[config.mk]
export PLATFORM = sky130hd
export DESIGN_NAME = twah_top
export DESIGN_NICKNAME = d
export VERILOG_FILES = /design/src/pkg/twah_pkg.sv /design/src/verilog/twah_sync.sv /design/src/verilog/twah_match.sv /design/src/verilog/twah_top.sv
export SDC_FILE = /design/constraint.sdc
export NUM_CORES = 1
export LEC_CHECK = 0
export BUFFER_PORTS_ARGS = -buffer_cell sky130_fd_sc_hd__buf_2
export CAP_MARGIN = 40
export CORE_MARGIN = 4
export CORE_UTILIZATION = 60
export CTS_BUF_LIST = sky130_fd_sc_hd__clkbuf_4 sky130_fd_sc_hd__clkbuf_8 sky130_fd_sc_hd__clkbuf_16
export DETAILED_ROUTE_END_ITERATION = 7
export HOLD_SLACK_MARGIN = 0.06
export PLACE_DENSITY = 0.83
export RECOVER_POWER = 100
export SLEW_MARGIN = 5
export SYNTH_ARGS = -nofsm -noshare
export SYNTH_HDL_FRONTEND = slang
export SYNTH_SLANG_ARGS = --single-unit
[constraint.sdc]
create_clock -name ref_clk_i -period 5.6 [get_ports ref_clk_i]
set_clock_uncertainty 0.15 [all_clocks]
set_input_delay 1.12 -clock ref_clk_i [delete_from_list [all_inputs] [get_ports ref_clk_i]]
set_output_delay 1.12 -clock ref_clk_i [all_outputs]
set_load 0.01 [all_outputs]
[src/pkg/twah_pkg.sv]
// Operation
// Masked address bits are ignored in match
// Mask resets zero, bit zero reads zero
// Completion flag set after every bus event except STOP; the code sets no flag for a received slave address that it does not ack
// Interrupt needs local and global enable; masked event bits raise irq without either enable
// Status code valid whenever flag set
// Writing one to flag bit clears it
// No operation while flag set, then start
// START sent sets flag with start code
// Address sent sets flag, code shows ack
// Data sent sets flag, code shows ack
// STOP request sends STOP, no flag after
// Clock line held low while flag set
// Software loads address into data register
// Software checks status code after steps
// Software updates registers before clearing flag
// Status code in upper five bits
// Data write with flag low sets collision
package twah_pkg;

	localparam logic [7:0] ADR_CTRL   = 8'h00;
	localparam logic [7:0] ADR_STATUS = 8'h04;
	localparam logic [7:0] ADR_DATA   = 8'h08;
	localparam logic [7:0] ADR_OWN    = 8'h0C;
	localparam logic [7:0] ADR_MASK   = 8'h10;
	localparam logic [7:0] ADR_EVT    = 8'h14;
	localparam logic [7:0] ADR_EVTMSK = 8'h18;
	localparam logic [7:0] ADR_GIE    = 8'h1C;

	localparam int CTL_FLAG = 7;
	localparam int CTL_ACK  = 6;
	localparam int CTL_STA  = 5;
	localparam int CTL_STO  = 4;
	localparam int CTL_EN   = 2;
	localparam int CTL_IE   = 0;

	localparam int EV_DONE = 0;
	localparam int EV_WCOL = 1;
	localparam int EV_STOP = 2;

	localparam logic [4:0] RST_CODE = 5'h1F;
	localparam logic [7:0] RST_DATA = 8'hFF;
	localparam logic [6:0] RST_OWN  = 7'h7F;
	localparam logic [6:0] RST_MASK = 7'h00;

	localparam logic [4:0] CODE_START  = 5'h01;
	localparam logic [4:0] CODE_RSTART = 5'h02;
	localparam logic [4:0] CODE_AW_ACK = 5'h03;
	localparam logic [4:0] CODE_AW_NAK = 5'h04;
	localparam logic [4:0] CODE_DW_ACK = 5'h05;
	localparam logic [4:0] CODE_DW_NAK = 5'h06;
	localparam logic [4:0] CODE_AR_ACK = 5'h08;
	localparam logic [4:0] CODE_AR_NAK = 5'h09;
	localparam logic [4:0] CODE_SW_OWN = 5'h0C;
	localparam logic [4:0] CODE_SW_GC  = 5'h0E;

	localparam logic [9:0] QTR_BASE_CYC = 10'h008;
	localparam logic [3:0] BITS_BYTE    = 4'h8;

	typedef enum logic [6:0] {
		S_IDLE  = 7'h01,
		S_START = 7'h02,
		S_BIT   = 7'h04,
		S_WAIT  = 7'h08,
		S_STOP  = 7'h10,
		S_SADR  = 7'h20,
		S_SACK  = 7'h40
	} twah_state_t;

	typedef struct packed {
		logic scl;
		logic sda;
	} twah_pin_in_t;

	typedef struct packed {
		logic scl_o;
		logic scl_oe;
		logic sda_o;
		logic sda_oe;
	} twah_pin_out_t;

	typedef struct packed {
		logic       flag;
		logic       ack_en;
		logic       sta;
		logic       sto;
		logic       wcol;
		logic       en;
		logic       ie;
		logic [4:0] code;
		logic [1:0] presc;
		logic [7:0] data;
		logic [6:0] own;
		logic       gce;
		logic [6:0] mask;
		logic [2:0] evt;
		logic [2:0] evt_mask;
		logic       gie;
	} twah_regs_t;

	typedef struct packed {
		twah_regs_t    r;
		twah_state_t   fsm;
		logic          mst;
		logic          adr;
		logic          busy;
		logic [9:0]    cnt;
		logic [1:0]    ph;
		logic [3:0]    bitn;
		logic [7:0]    shft;
		logic          ack_in;
		logic          scl_prev;
		logic          sda_prev;
		logic          pready;
		logic          pslverr;
		logic [31:0]   prdata;
		twah_pin_out_t pins;
		logic          irq;
	} twah_st_t;

endpackage : twah_pkg

[src/verilog/twah_sync.sv]
`timescale 1ns/1ps
`default_nettype none
module twah_sync #(
	parameter int W = 2
) (
	input  wire logic         ref_clk_i,
	input  wire logic         rst_i,
	input  wire logic [W-1:0] d_i,
	output logic      [W-1:0] q_o
);
	typedef struct packed {
		logic [W-1:0] s1;
		logic [W-1:0] s2;
	} twah_sync_st_t;

	twah_sync_st_t s_r;
	twah_sync_st_t s_nxt;

	always_comb begin
		s_nxt    = s_r;
		s_nxt.s1 = d_i;
		s_nxt.s2 = s_r.s1;
	end

	always_ff @(posedge ref_clk_i) begin
		if (rst_i) begin
			s_r <= '1;
		end else begin
			s_r <= s_nxt;
		end
	end

	assign q_o = s_r.s2;
endmodule : twah_sync
`default_nettype wire

[src/verilog/twah_match.sv]
`timescale 1ns/1ps
`default_nettype none
module twah_match (
	input  wire logic [6:0] rx_addr_i,
	input  wire logic [6:0] own_i,
	input  wire logic [6:0] mask_i,
	input  wire logic       gce_i,
	output logic            own_hit_o,
	output logic            gc_hit_o
);
	always_comb begin
		// masked bits dropped
		own_hit_o = ~|((rx_addr_i ^ own_i) & ~mask_i);
		gc_hit_o  = gce_i & (rx_addr_i == 7'h00);
	end
endmodule : twah_match
`default_nettype wire

[src/verilog/twah_top.sv]
`timescale 1ns/1ps
`default_nettype none
module twah_top
	import twah_pkg::*;
(
	input  wire logic                    ref_clk_i,
	input  wire logic                    rst_i,
	input  wire logic                    psel_i,
	input  wire logic                    penable_i,
	input  wire logic                    pwrite_i,
	input  wire logic [7:0]              paddr_i,
	input  wire logic [31:0]             pwdata_i,
	output logic      [31:0]             prdata_o,
	output logic                         pready_o,
	output logic                         pslverr_o,
	input  wire twah_pkg::twah_pin_in_t  pins_i,
	output twah_pkg::twah_pin_out_t      pins_o,
	output logic                         irq_o
);
	import twah_pkg::*;

	twah_st_t   s;
	twah_st_t   n;
	logic [1:0] bus_s;
	logic       scl_s;
	logic       sda_s;
	logic       own_hit;
	logic       gc_hit;
	logic       acc;
	logic       wr;
	logic       hit;
	logic [7:0] rd_val;
	logic [9:0] qtr;
	logic       tick;
	logic       scl_rise;
	logic       scl_fall;
	logic       bus_start;
	logic       bus_stop;
	logic       byte_done;

	twah_sync #(.W(2)) u_sync (
		.ref_clk_i (ref_clk_i),
		.rst_i     (rst_i),
		.d_i       ({pins_i.scl, pins_i.sda}),
		.q_o       (bus_s)
	);

	assign scl_s = bus_s[1];
	assign sda_s = bus_s[0];

	twah_match u_match (
		.rx_addr_i (s.shft[7:1]),
		.own_i     (s.r.own),
		.mask_i    (s.r.mask),
		.gce_i     (s.r.gce),
		.own_hit_o (own_hit),
		.gc_hit_o  (gc_hit)
	);

	always_comb begin
		acc       = psel_i & penable_i;
		wr        = acc & s.pready & pwrite_i;
		scl_rise  = scl_s & ~s.scl_prev;
		scl_fall  = ~scl_s & s.scl_prev;
		bus_start = scl_s & s.scl_prev & s.sda_prev & ~sda_s;
		bus_stop  = scl_s & s.scl_prev & ~s.sda_prev & sda_s;
		qtr       = QTR_BASE_CYC << {s.r.presc, 1'b0};
		tick      = (s.cnt == 10'h000);
		byte_done = tick & (s.ph == 2'h3) & (s.bitn == BITS_BYTE);
		hit       = 1'b1;
		rd_val    = 8'h00;
		unique case (paddr_i)
			ADR_CTRL: rd_val = {s.r.flag, s.r.ack_en, s.r.sta, s.r.sto,
				s.r.wcol, s.r.en, 1'b0, s.r.ie};
			// code in upper bits
			ADR_STATUS: rd_val = {s.r.code, 1'b0, s.r.presc};
			ADR_DATA:   rd_val = s.r.data;
			ADR_OWN:    rd_val = {s.r.own, s.r.gce};
			// low bit zero
			ADR_MASK:   rd_val = {s.r.mask, 1'b0};
			ADR_EVT:    rd_val = {5'h00, s.r.evt};
			ADR_EVTMSK: rd_val = {5'h00, s.r.evt_mask};
			ADR_GIE:    rd_val = {7'h00, s.r.gie};
			default:    hit = 1'b0;
		endcase
	end

	always_comb begin
		n          = s;
		n.pready   = 1'b0;
		n.pslverr  = 1'b0;
		n.scl_prev = scl_s;
		n.sda_prev = sda_s;
		if (acc & ~s.pready) begin
			n.pready  = 1'b1;
			n.pslverr = ~hit;
			n.prdata  = {24'h000000, rd_val};
		end
		if (wr) begin
			unique case (paddr_i)
				ADR_CTRL: begin
					n.r.ack_en = pwdata_i[CTL_ACK];
					n.r.sta    = pwdata_i[CTL_STA];
					n.r.sto    = pwdata_i[CTL_STO];
					n.r.en     = pwdata_i[CTL_EN];
					n.r.ie     = pwdata_i[CTL_IE];
					// write one clears
					if (pwdata_i[CTL_FLAG]) begin
						n.r.flag = 1'b0;
					end
				end
				ADR_STATUS: n.r.presc = pwdata_i[1:0];
				ADR_DATA: begin
					// collision flag
					if (s.r.flag) begin
						n.r.data = pwdata_i[7:0];
						n.r.wcol = 1'b0;
					end else begin
						n.r.wcol         = 1'b1;
						n.r.evt[EV_WCOL] = 1'b1;
					end
				end
				ADR_OWN: begin
					n.r.own = pwdata_i[7:1];
					n.r.gce = pwdata_i[0];
				end
				// low bit dropped
				ADR_MASK:   n.r.mask = pwdata_i[7:1];
				ADR_EVT:    n.r.evt = s.r.evt & ~pwdata_i[2:0];
				ADR_EVTMSK: n.r.evt_mask = pwdata_i[2:0];
				ADR_GIE:    n.r.gie = pwdata_i[0];
				default:    n.r = n.r;
			endcase
		end
		if (bus_start) begin
			n.busy = 1'b1;
		end else if (bus_stop) begin
			n.busy = 1'b0;
		end
		if (s.fsm == S_START || s.fsm == S_BIT || s.fsm == S_STOP) begin
			if (tick) begin
				n.cnt = qtr - 10'h001;
				n.ph  = s.ph + 2'h1;
			end else if (!(s.ph == 2'h1 && ~s.pins.scl_oe && ~scl_s)) begin
				n.cnt = s.cnt - 10'h001;
			end
		end else if (s.fsm != S_SACK) begin
			// Slave ack keeps its own phase
			n.cnt = qtr - 10'h001;
			n.ph  = 2'h0;
		end
		unique case (s.fsm)
			S_IDLE: begin
				n.pins.scl_oe = 1'b0;
				n.pins.sda_oe = 1'b0;
				n.mst         = 1'b0;
				// wait for clear flag
				if (s.r.en & s.r.sta & ~s.r.flag & ~s.busy) begin
					n.fsm = S_START;
				end else if (s.r.en & bus_start) begin
					n.fsm  = S_SADR;
					n.bitn = 4'h0;
				end
			end
			S_START: if (tick) begin
				unique case (s.ph)
					2'h0: n.pins.sda_oe = 1'b0;
					2'h1: n.pins.scl_oe = 1'b0;
					2'h2: n.pins.sda_oe = 1'b1;
					2'h3: begin
						n.pins.scl_oe = 1'b1;
						// start done
						n.r.flag = 1'b1;
						n.r.code = s.mst ? CODE_RSTART : CODE_START;
						n.mst    = 1'b1;
						n.adr    = 1'b1;
						n.fsm    = S_WAIT;
					end
				endcase
			end
			S_BIT: if (tick) begin
				unique case (s.ph)
					2'h0: begin
						n.pins.scl_oe = 1'b1;
						n.pins.sda_oe = (s.bitn != BITS_BYTE) & ~s.shft[7];
					end
					2'h1: n.pins.scl_oe = 1'b0;
					2'h2: begin
						if (s.bitn != BITS_BYTE) begin
							n.shft = {s.shft[6:0], sda_s};
						end else begin
							n.ack_in = sda_s;
						end
					end
					2'h3: begin
						n.pins.scl_oe = 1'b1;
						n.bitn        = s.bitn + 4'h1;
						if (s.bitn == BITS_BYTE) begin
							// byte done
							n.r.flag = 1'b1;
							n.r.data = s.shft;
							n.adr    = 1'b0;
							n.fsm    = S_WAIT;
							if (s.adr & ~s.shft[0]) begin
								// address with ack
								n.r.code = s.ack_in ? CODE_AW_NAK : CODE_AW_ACK;
							end else if (s.adr) begin
								n.r.code = s.ack_in ? CODE_AR_NAK : CODE_AR_ACK;
							end else begin
								// data with ack
								n.r.code = s.ack_in ? CODE_DW_NAK : CODE_DW_ACK;
							end
						end
					end
				endcase
			end
			S_WAIT: begin
				// hold clock low
				n.pins.scl_oe = s.r.flag | s.mst;
				// launch after clear
				if (~s.r.flag) begin
					if (~s.mst) begin
						n.pins.scl_oe = 1'b0;
						n.pins.sda_oe = 1'b0;
						n.fsm         = S_IDLE;
					end else if (s.r.sta) begin
						n.fsm = S_START;
					end else if (s.r.sto) begin
						n.fsm = S_STOP;
					end else begin
						n.fsm  = S_BIT;
						n.bitn = 4'h0;
						n.shft = s.r.data;
					end
				end
			end
			S_STOP: if (tick) begin
				unique case (s.ph)
					2'h0: begin
						n.pins.scl_oe = 1'b1;
						n.pins.sda_oe = 1'b1;
					end
					2'h1: n.pins.scl_oe = 1'b0;
					2'h2: n.pins.sda_oe = 1'b0;
					2'h3: begin
						// no flag after stop
						n.r.sto          = 1'b0;
						n.r.evt[EV_STOP] = 1'b1;
						n.mst            = 1'b0;
						n.fsm            = S_IDLE;
					end
				endcase
			end
			S_SADR: begin
				if (bus_stop) begin
					n.fsm = S_IDLE;
				end else if (scl_rise) begin
					n.shft = {s.shft[6:0], sda_s};
					n.bitn = s.bitn + 4'h1;
					if (s.bitn == BITS_BYTE - 4'h1) begin
						n.fsm = S_SACK;
					end
				end
			end
			S_SACK: begin
				if (s.ph == 2'h0 && scl_fall) begin
					// address compare
					if (s.r.ack_en & ~s.shft[0] & (own_hit | gc_hit)) begin
						n.pins.sda_oe = 1'b1;
						n.ph          = 2'h1;
					end else begin
						n.fsm = S_IDLE;
					end
				end else if (s.ph == 2'h1 && scl_rise) begin
					n.ph = 2'h2;
				end else if (s.ph == 2'h2 && scl_fall) begin
					n.pins.sda_oe = 1'b0;
					n.pins.scl_oe = 1'b1;
					// code with flag
					n.r.flag = 1'b1;
					n.r.code = own_hit ? CODE_SW_OWN : CODE_SW_GC;
					n.r.data = s.shft;
					n.mst    = 1'b0;
					n.fsm    = S_WAIT;
				end
			end
		endcase
		if (~s.r.en) begin
			n.fsm         = S_IDLE;
			n.pins.scl_oe = 1'b0;
			n.pins.sda_oe = 1'b0;
		end
		if (n.r.flag & ~s.r.flag) begin
			n.r.evt[EV_DONE] = 1'b1;
		end
		// flag irq needs both enables; masked events do not
		n.irq = (s.r.flag & s.r.ie & s.r.gie) | |(s.r.evt & s.r.evt_mask);
	end

	always_ff @(posedge ref_clk_i) begin
		if (rst_i) begin
			s        <= '0;
			s.fsm    <= S_IDLE;
			s.r.code <= RST_CODE;
			s.r.data <= RST_DATA;
			s.r.own  <= RST_OWN;
			// mask resets zero
			s.r.mask <= RST_MASK;
			s.scl_prev <= 1'b1;
			s.sda_prev <= 1'b1;
		end else begin
			s <= n;
		end
	end

	assign prdata_o  = s.prdata;
	assign pready_o  = s.pready;
	assign pslverr_o = s.pslverr;
	assign pins_o    = s.pins;
	assign irq_o     = s.irq;
endmodule : twah_top
`default_nettype wire

* Word-level counts from Yosys, hierarchy flattened
Cells that the tools add are included.
** Word-level totals
- RAM bits :: 0
- Memories kept :: 0
- Bits in latches :: 0
- Flip-flop bits (word level) :: 98
- ROM bits :: 0
** Operators by class
- Shift operators :: 1
- Reduce and logical (&&, ||, !) cells :: 46
- Divide/modulo/power cells :: 0
- Order comparisons :: 0
- Bitwise gates (word level) :: 46
- Multiply operators :: 0
- Equal/unequal tests :: 57
- Mux-type cells :: 137
- Add/sub/neg operators :: 4
** Operators by type and width (count)
- $mux 8 :: 14
- $mux 7 :: 14
- $mux 12 :: 8
- $pmux 8 s8 :: 1
- $mux 5 :: 10
- $mux 1 :: 49
- $pmux 7 s7 :: 1
- $mux 44 :: 1
- $ne 2x2->1 const B :: 20
- $mux 34 :: 1
- $eq 8x5->1 const B :: 4
- $mux 9 :: 3
- $ne 3x3->1 const B :: 8
- $pmux 8 s3 :: 1
- $and 1x1->1 :: 23
- $mux 10 :: 2
- $mux 2 :: 10
- $mux 4 :: 5
- $reduce_and 10->1 :: 2
- $sub 10x1->10 const B :: 2
- $reduce_and 2->1 :: 9
- $eq 8x4->1 const B :: 2
- $pmux 4 s4 :: 1
- $pmux 8 s2 :: 1
- other kinds (56) :: 99

* Longest topological paths before layout
Gate-level depths: netlist of run 1.
- Word-level depth :: 11
- Gate-level depth with buffers :: 10
- Mapped depth without buffers :: 8

* Hierarchy
A second synthesis of run 1 with hierarchy kept.
** Second synthesis, totals
- Cell total of the unflattened synthesis :: 688
- Area, all modules :: 5540.3 um^2
** By module, submodules not included
- twah_top :: times used 1, cells an instance 665, area each 5325.1 um^2
- twah_match :: times used 1, cells an instance 15, area each 110.1 um^2
- twah_sync :: times used 1, cells an instance 8, area each 105.1 um^2

* Worst setup path after synthesis of run 1
OpenSTA, ideal clock, no wires.
- Kind :: input port to flip-flop
- Start point :: input paddr_i[5]
- End point :: register s[95] (netlist bit)
- Slack :: 2.150 ns
- Arrival time :: 3.181 ns
- Setup time :: 0.120 ns
- Stages :: 7
- Path through :: or4_1 clkbuf_1 nor4b_2 nor2b_1 buf_2 nor2b_1 a211o_1
** Between the ends
- Cells in the longest elaborated chain, start to end :: 2
** Ends and longest elaborated chain
- start: declaration :: line twah_top.sv:11 : input wire logic [7:0] paddr_i,
- $eq 8x4->1 :: line twah_top.sv:100 : unique case (paddr_i)
- $reduce_and 2->1 (no line)
- end signal: assignment :: line twah_top.sv:312 : s <= n;
- end: declaration :: line twah_top.sv:22 : twah_st_t s;
No other way between the ends.
A chain may end at the register's enable or synchronous reset.

* Worst setup path in the final report of run 1
- Start point :: input paddr_i[2]
- End point :: register s[96] (netlist bit)
Same word-level chain as after synthesis.

==> results of run 1 <==
state kept, by name, summed over array words and instances (netlist names):
signal        cells
prdata_o          8
pins_o            2
u_sync.s_nxt      2
u_sync.q_o        2
s                81
pready_o          1
pslverr_o         1
irq_o             1
area by class of cell:
type	count	share of cell area, %
multi-input cells	533	56.39
flip-flops and latches	98	33.28
well taps	129	2.738
inverters	17	1.082
clock buffers	11	2.356
clock inverters	5	1.061
repair buffers	41	3.098
worst max-delay path: stages:
cell	delay, ns
clkbuf_1	0.61
nor2b_1	0.41
nor4b_1	0.28
clkbuf_1	0.42
nor2b_1	0.38
clkbuf_1	0.46
nor2b_1	0.13
a211o_1	0.30
power groups by stage:
stage / Clock (mW) / Sequential (mW) / Combinational (mW)
finish: 0.479 / 0.708 / 0.0724
global route: 0.514 / 0.709 / 0.0797
CTS: 0.485 / 0.707 / 0.0724
detailed placement: 0 / 0.723 / 0.0720
global placement: 0 / 0.723 / 0.0709
floorplan: 0 / 0.722 / 0.0648
per-stage QoR:
stage	instance area [µm²]	worst slack (ns)
after floorplan	5807	2.150
after global placement	5743	1.798
after detailed placement	5758	1.773
after CTS	5959	2.142
after global routing	5896	1.368
final	5896	1.599
synthesized netlist by cell type, types with 10 or more instances:
cell type / count
buf_4: 36
nor3_1: 21
a22oi_1: 16
a211oi_1: 14
inv_1: 17
o21ai_0: 27
dfxtp_1: 98
nor2b_1: 18
ha_1: 10
nand2b_1: 13
nand2_1: 54
a21oi_1: 40
mux2i_1: 31
nor2_1: 69
nand3_1: 30
clkbuf_1: 34
kinds of logic (layout without fill, tap and decap cells):
group / Yosys count / after routing / synth area share [%]
xor gates and xnor gates: 11 / 11 / 1.686
other: 1 / 26 / 0.06564
AOI/OAI and AO/OA: 165 / 165 / 19.56
adders and majority gates: 10 / 10 / 2.190
buffers and inverters: 93 / 74 / 8.651
muxes: 40 / 40 / 7.206
DFF: 98 / 98 / 34.34
and+or+nand+nor: 281 / 281 / 26.30
worst min path at each step:
stage	from	depth (start not counted)	slack (ns)	end
3_3_place_gp	u_sync.s_nxt[0]	1	0.24	u_sync.q_o[0]
6_report	u_sync.s_nxt[0]	1	0.26	u_sync.q_o[0]
4_1_cts	u_sync.s_nxt[0]	1	0.27	u_sync.q_o[0]
5_1_grt	u_sync.s_nxt[0]	1	0.28	u_sync.q_o[0]
2_1_floorplan	u_sync.s_nxt[0]	1	0.24	u_sync.q_o[0]
3_5_place_dp	u_sync.s_nxt[0]	1	0.24	u_sync.q_o[0]
placed cells by master, fill, tap and decap left out, types with 21 or more instances in the layout:
cell type / count
dfxtp_1: 98
nor2_1: 69
nand2_1: 54
a21oi_1: 40
mux2i_1: 31
nand3_1: 30
o21ai_0: 27
conb_1: 26
nor3_1: 21
per-layer routing:
metal,global-route usage [%],vias to the layer above
met1,34.45,2404
li1,-,2481
met2,43.35,255
met4,7.863,0
met3,5.879,38
met5,0,-
==> out/summary.txt, run 1 <==
Run status = complete, but fails checks
Failing checks = capacitance limit, slew limit
Unrepaired setup endpoints after global routing = no
Buffers on Ports = 35
Capture point of the worst reg-to-reg path = s[44]
Nets@finish = 757
Die X-Extent = 105.6 µm
Critical Path RT = 5.71 ns
Multi-input logic area = 0.003324 mm²
Clk slew on worst S/H paths = 0.10 ns
Int Pwr = 0.9434 mW
Remaining Overflow, GRT = 0
Pwr per Cell Area = 213.5 mW/mm²
Max Cap Viol = 1
Synth Register Bits = 98
Start point of the critical path = paddr_i[2]
Clk_lat worst skew = 0.37 ns
Average cell area after synthesis = 8.173 µm²
Rows = 35
Max layer used = met4
Non-filler cells, final = 834
Die area = 0.01115 mm²
Setup crit start kind = input port
First-pass GRT wire length = 23910 µm
WL final = 14870 µm
Wire per inst = 17.83 µm
CTS Root Cell = clkbuf_8
Setup TNS = 0 ns
Placed insts = 818
Post-synth EDFFs = 0
Minimum clock period = 4.001 ns
Fill cell count = 846
Num Clock Sinks = 98
Met2 wire len = 6882 µm
Sequential Area = 0.001962 mm²
CTS buffer count = 9
Peak supply drop = 0.1460 mV
Critical path class = input port to register
Antenna Nets Post-Route = 0
Synth area leader = dfxtp_1
Pwr Total = 1.259 mW
GRT Total Usage = 26.28%
Crit end category = register
Final Cycle Share = 71.45%
Core area = 0.009240 mm²
Top-area cell type share of the netlist area = 34.34%
Reg2reg setup slack = 1.83 ns
Post-DP HPWL = 10740 µm
Mapped Area = 0.005713 mm²
CP Max Fanout = 14
Worst Path Arrival = 4.11 ns
Drt pass-1 iters = 6
Worst Setup EP = s[96]
Final Max Tran Viols = 17
Initial antenna violation count = 0
Comb pwr share = 5.8%
Met1 wire length = 6268 µm
Sequential power share = 56.2%
Initial core utilization = 61.83%
Relative slew slack = -9.015%
Finished Core Util = 63.81%
P&R area growth vs syn = 3.197%
Post-CTS Resized = 0
CTS tree = yes
Sw power = 0.3152 mW
Ports = 86
Sw frac = 25.04%
RR Startpoint = s[73]
Hold_ws = 0.2632 ns
Hold Buf Count CTS = 0
Starting DRC count in detailed routing = 351
Setup bufs post-CTS = 0
Sequential-to-total area share from yosys stat = 34.34%
Vias in the first global route = 4834
Dominant register cell in the synthesized netlist = dfxtp_1
Share of layout cells above drive strength 1 = 8.511%
Maximum clock frequency = 249.9 MHz
Clk pwr share = 38.0%
Clk buf depth = 2
FFs w/ async S/R, synth = 0%
Diode count = 0
Measured slew at the worst slew-check pin = 1.625 ns
Top cells by area in the synthesized netlist = dfxtp_1, mux2i_1, buf_4
Worst hold path type = register to register
Endpoints failing setup = 0
Post-synthesis cell count = 699
Total number of H-tree levels = 3
Number of remaining DRC errors = 0
Synth cell types = 74
Leakage = 2.147 nW
Die Height = 105.6 µm
Largest net degree at the start of global routing = 94
Routability cong. = 0.9559
Vias/cell = 6.209
Vias post-DR = 5178
R2r worst-path depth = 7
Synth Warn # = 0
Final Hold Viols = 0
Met3 WL = 1392 µm
No activity file was read; power rests on OpenSTA's default activity.
==> run 2, diff against run 1 <==
- CORE_UTILIZATION: 60 -> 58
- PLACE_DENSITY: 0.83 -> 0.81
- clock period: 5.6 -> 3.7 ns (I/O delays scaled with it)
==> out/summary.txt, run 2 (synthesis gave the netlist of run 1 again) <==
Buffers on Ports = 35
Post-DP HPWL = 10900 µm
Most frequent cells in the layout = dfxtp_1, nor2_1, nand2_1
Slowest stage delay, CP = 0.65 ns
Hold path cells = 1
CTS tree = yes
Max Cap Viol = 1
Pwr per Cell Area = 308.7 mW/mm²
Setup TNS = 0 ns
Relative slew slack = 0.6608%
Initial core utilization = 60.68%
Drt pass-1 iters = 5
Capture point of the worst reg-to-reg path = s[53]
RR Startpoint = s[73]
CTS Root Cell = clkbuf_8
Commonest non-fill, non-tap cell in the layout = dfxtp_1
CP max-delay cell = or4_1
CP dominant cell by count = nand2_1
Max reg flops = 81
Endpoints failing setup = 0
Worst hold path type = register to register
Nets@finish = 763
Clk buf depth = 2
Share of layout cells above drive strength 1 = 10.00%
Number of remaining DRC errors = 0
Hold_ws = 0.2689 ns
Maximum clock frequency = 319.1 MHz
Final Hold Viols = 0
Die Height = 107.2 µm
Minimum clock period = 3.134 ns
Clk_lat worst skew = 0.37 ns
Worst Path Arrival = 3.17 ns
Clk slew on worst S/H paths = 0.09 ns
Total number of H-tree levels = 3
CP cell instances = buf_2 > or4_1 > or3_1 > nor2_1 > clkbuf_1 > nand2_1 > nand2_1 > a21oi_1
P&R area growth vs syn = 3.920%
Initial antenna violation count = 0
Die area = 0.01150 mm²
Starting DRC count in detailed routing = 471
Unrepaired setup endpoints after global routing = no
Largest net degree at the start of global routing = 82
Final Max Tran Viols = 0
CP Max Fanout = 11
Crit end category = register
Failing checks = capacitance limit
GRT Total Usage = 25.51%
Crit path max-delay family = simple AND/OR/NAND/NOR gates
Hold Crit Start = u_sync.s_nxt[1]
CTS buffer count = 9
Routability cong. = 0.9504
Register with the most flip-flops = s
Vias/cell = 6.260
Leakage = 2.180 nW
Die X-Extent = 107.2 µm
Num Clock Sinks = 98
Run status = complete, but fails checks
Wire per inst = 17.63 µm
R2r worst-path depth = 6
Peak supply drop = 0.2220 mV
Setup crit start kind = input port
Critical Path RT = 3.74 ns
Hold Buf Count CTS = 0
Antenna Nets Post-Route = 0
Hold EP = u_sync.q_o[1]
Vias post-DR = 5252
Setup bufs post-CTS = 0
Measured slew at the worst slew-check pin = 1.490 ns
First-pass GRT wire length = 23510 µm
Buf/Inv on CP = 2
Ports = 86
WL final = 14790 µm
Remaining Overflow, GRT = 0
Post-CTS Resized = 0
Reg2reg setup slack = 0.58 ns
Rows = 35
Critical path class = input port to register
Core area = 0.009415 mm²
Diode count = 0
Vias in the first global route = 4783
Final Cycle Share = 84.71%
-- run 2: worst max path at each step --
stage	startpoint	depth (start not counted)	slack (ns)	to
floorplan	paddr_i[5]	7	0.63	s[95]
CTS	s[73]	6	0.74	s[53]
finish	paddr_i[5]	8	0.57	s[106]
global placement	paddr_i[5]	7	0.54	s[101]
detailed placement	paddr_i[5]	7	0.50	s[105]
global route	paddr_i[5]	8	0.44	s[107]
-- run 2: layout make-up --
class                   count  area [µm²]
fillers                   842        3478
inverters                  17       63.81
clock buffers              10       137.6
multi-input cells         533        3341
repair buffers             47       234.0
flip-flops and latches     98        1962
clock inverters             5       37.54
well taps                 129       161.4
-- run 2: power by group --
group	total, mW	internal, mW	switching (mW)
combinational	0.115	0.0352	0.0801
clock	0.647	0.263	0.384
sequential	1.07	1.06	0.00689
-- run 2: metrics by stage --
stage | worst slack [ns] | total power [mW] | util (%) | std cells | cell area (µm²)
3_5_place_dp | 0.5013 | 1.208 | 61.55 | 823 | 5796
6_report | 0.5658 | 1.832 | 63.06 | 839 | 5937
5_1_grt | 0.4372 | 1.895 | 63.06 | 839 | 5937
3_3_place_gp | 0.5361 | 1.205 | 61.55 | 823 | 5796
2_1_floorplan | 0.6297 | 1.191 | - | 724 | 5807
4_1_cts | 0.7400 | 1.840 | 63.42 | 838 | 5971
-- run 2: metal layers --
metal,track usage (%),vias to the layer above,wire length (µm)
li1,-,2500,-
met1,34.35,2468,6363
met2,40.08,249,6831
met3,5.358,35,1243
met4,9.680,0,352
met5,0,-,0
-- run 2: worst reg2reg max path, cell delays in order, from the launching register on --
cell and delay (ns):
dfxtp_1 0.38, or4_1 0.63, or3_1 0.49, and4_1 0.23, or4_1 0.48, or4_1 0.53, a21oi_1 0.15
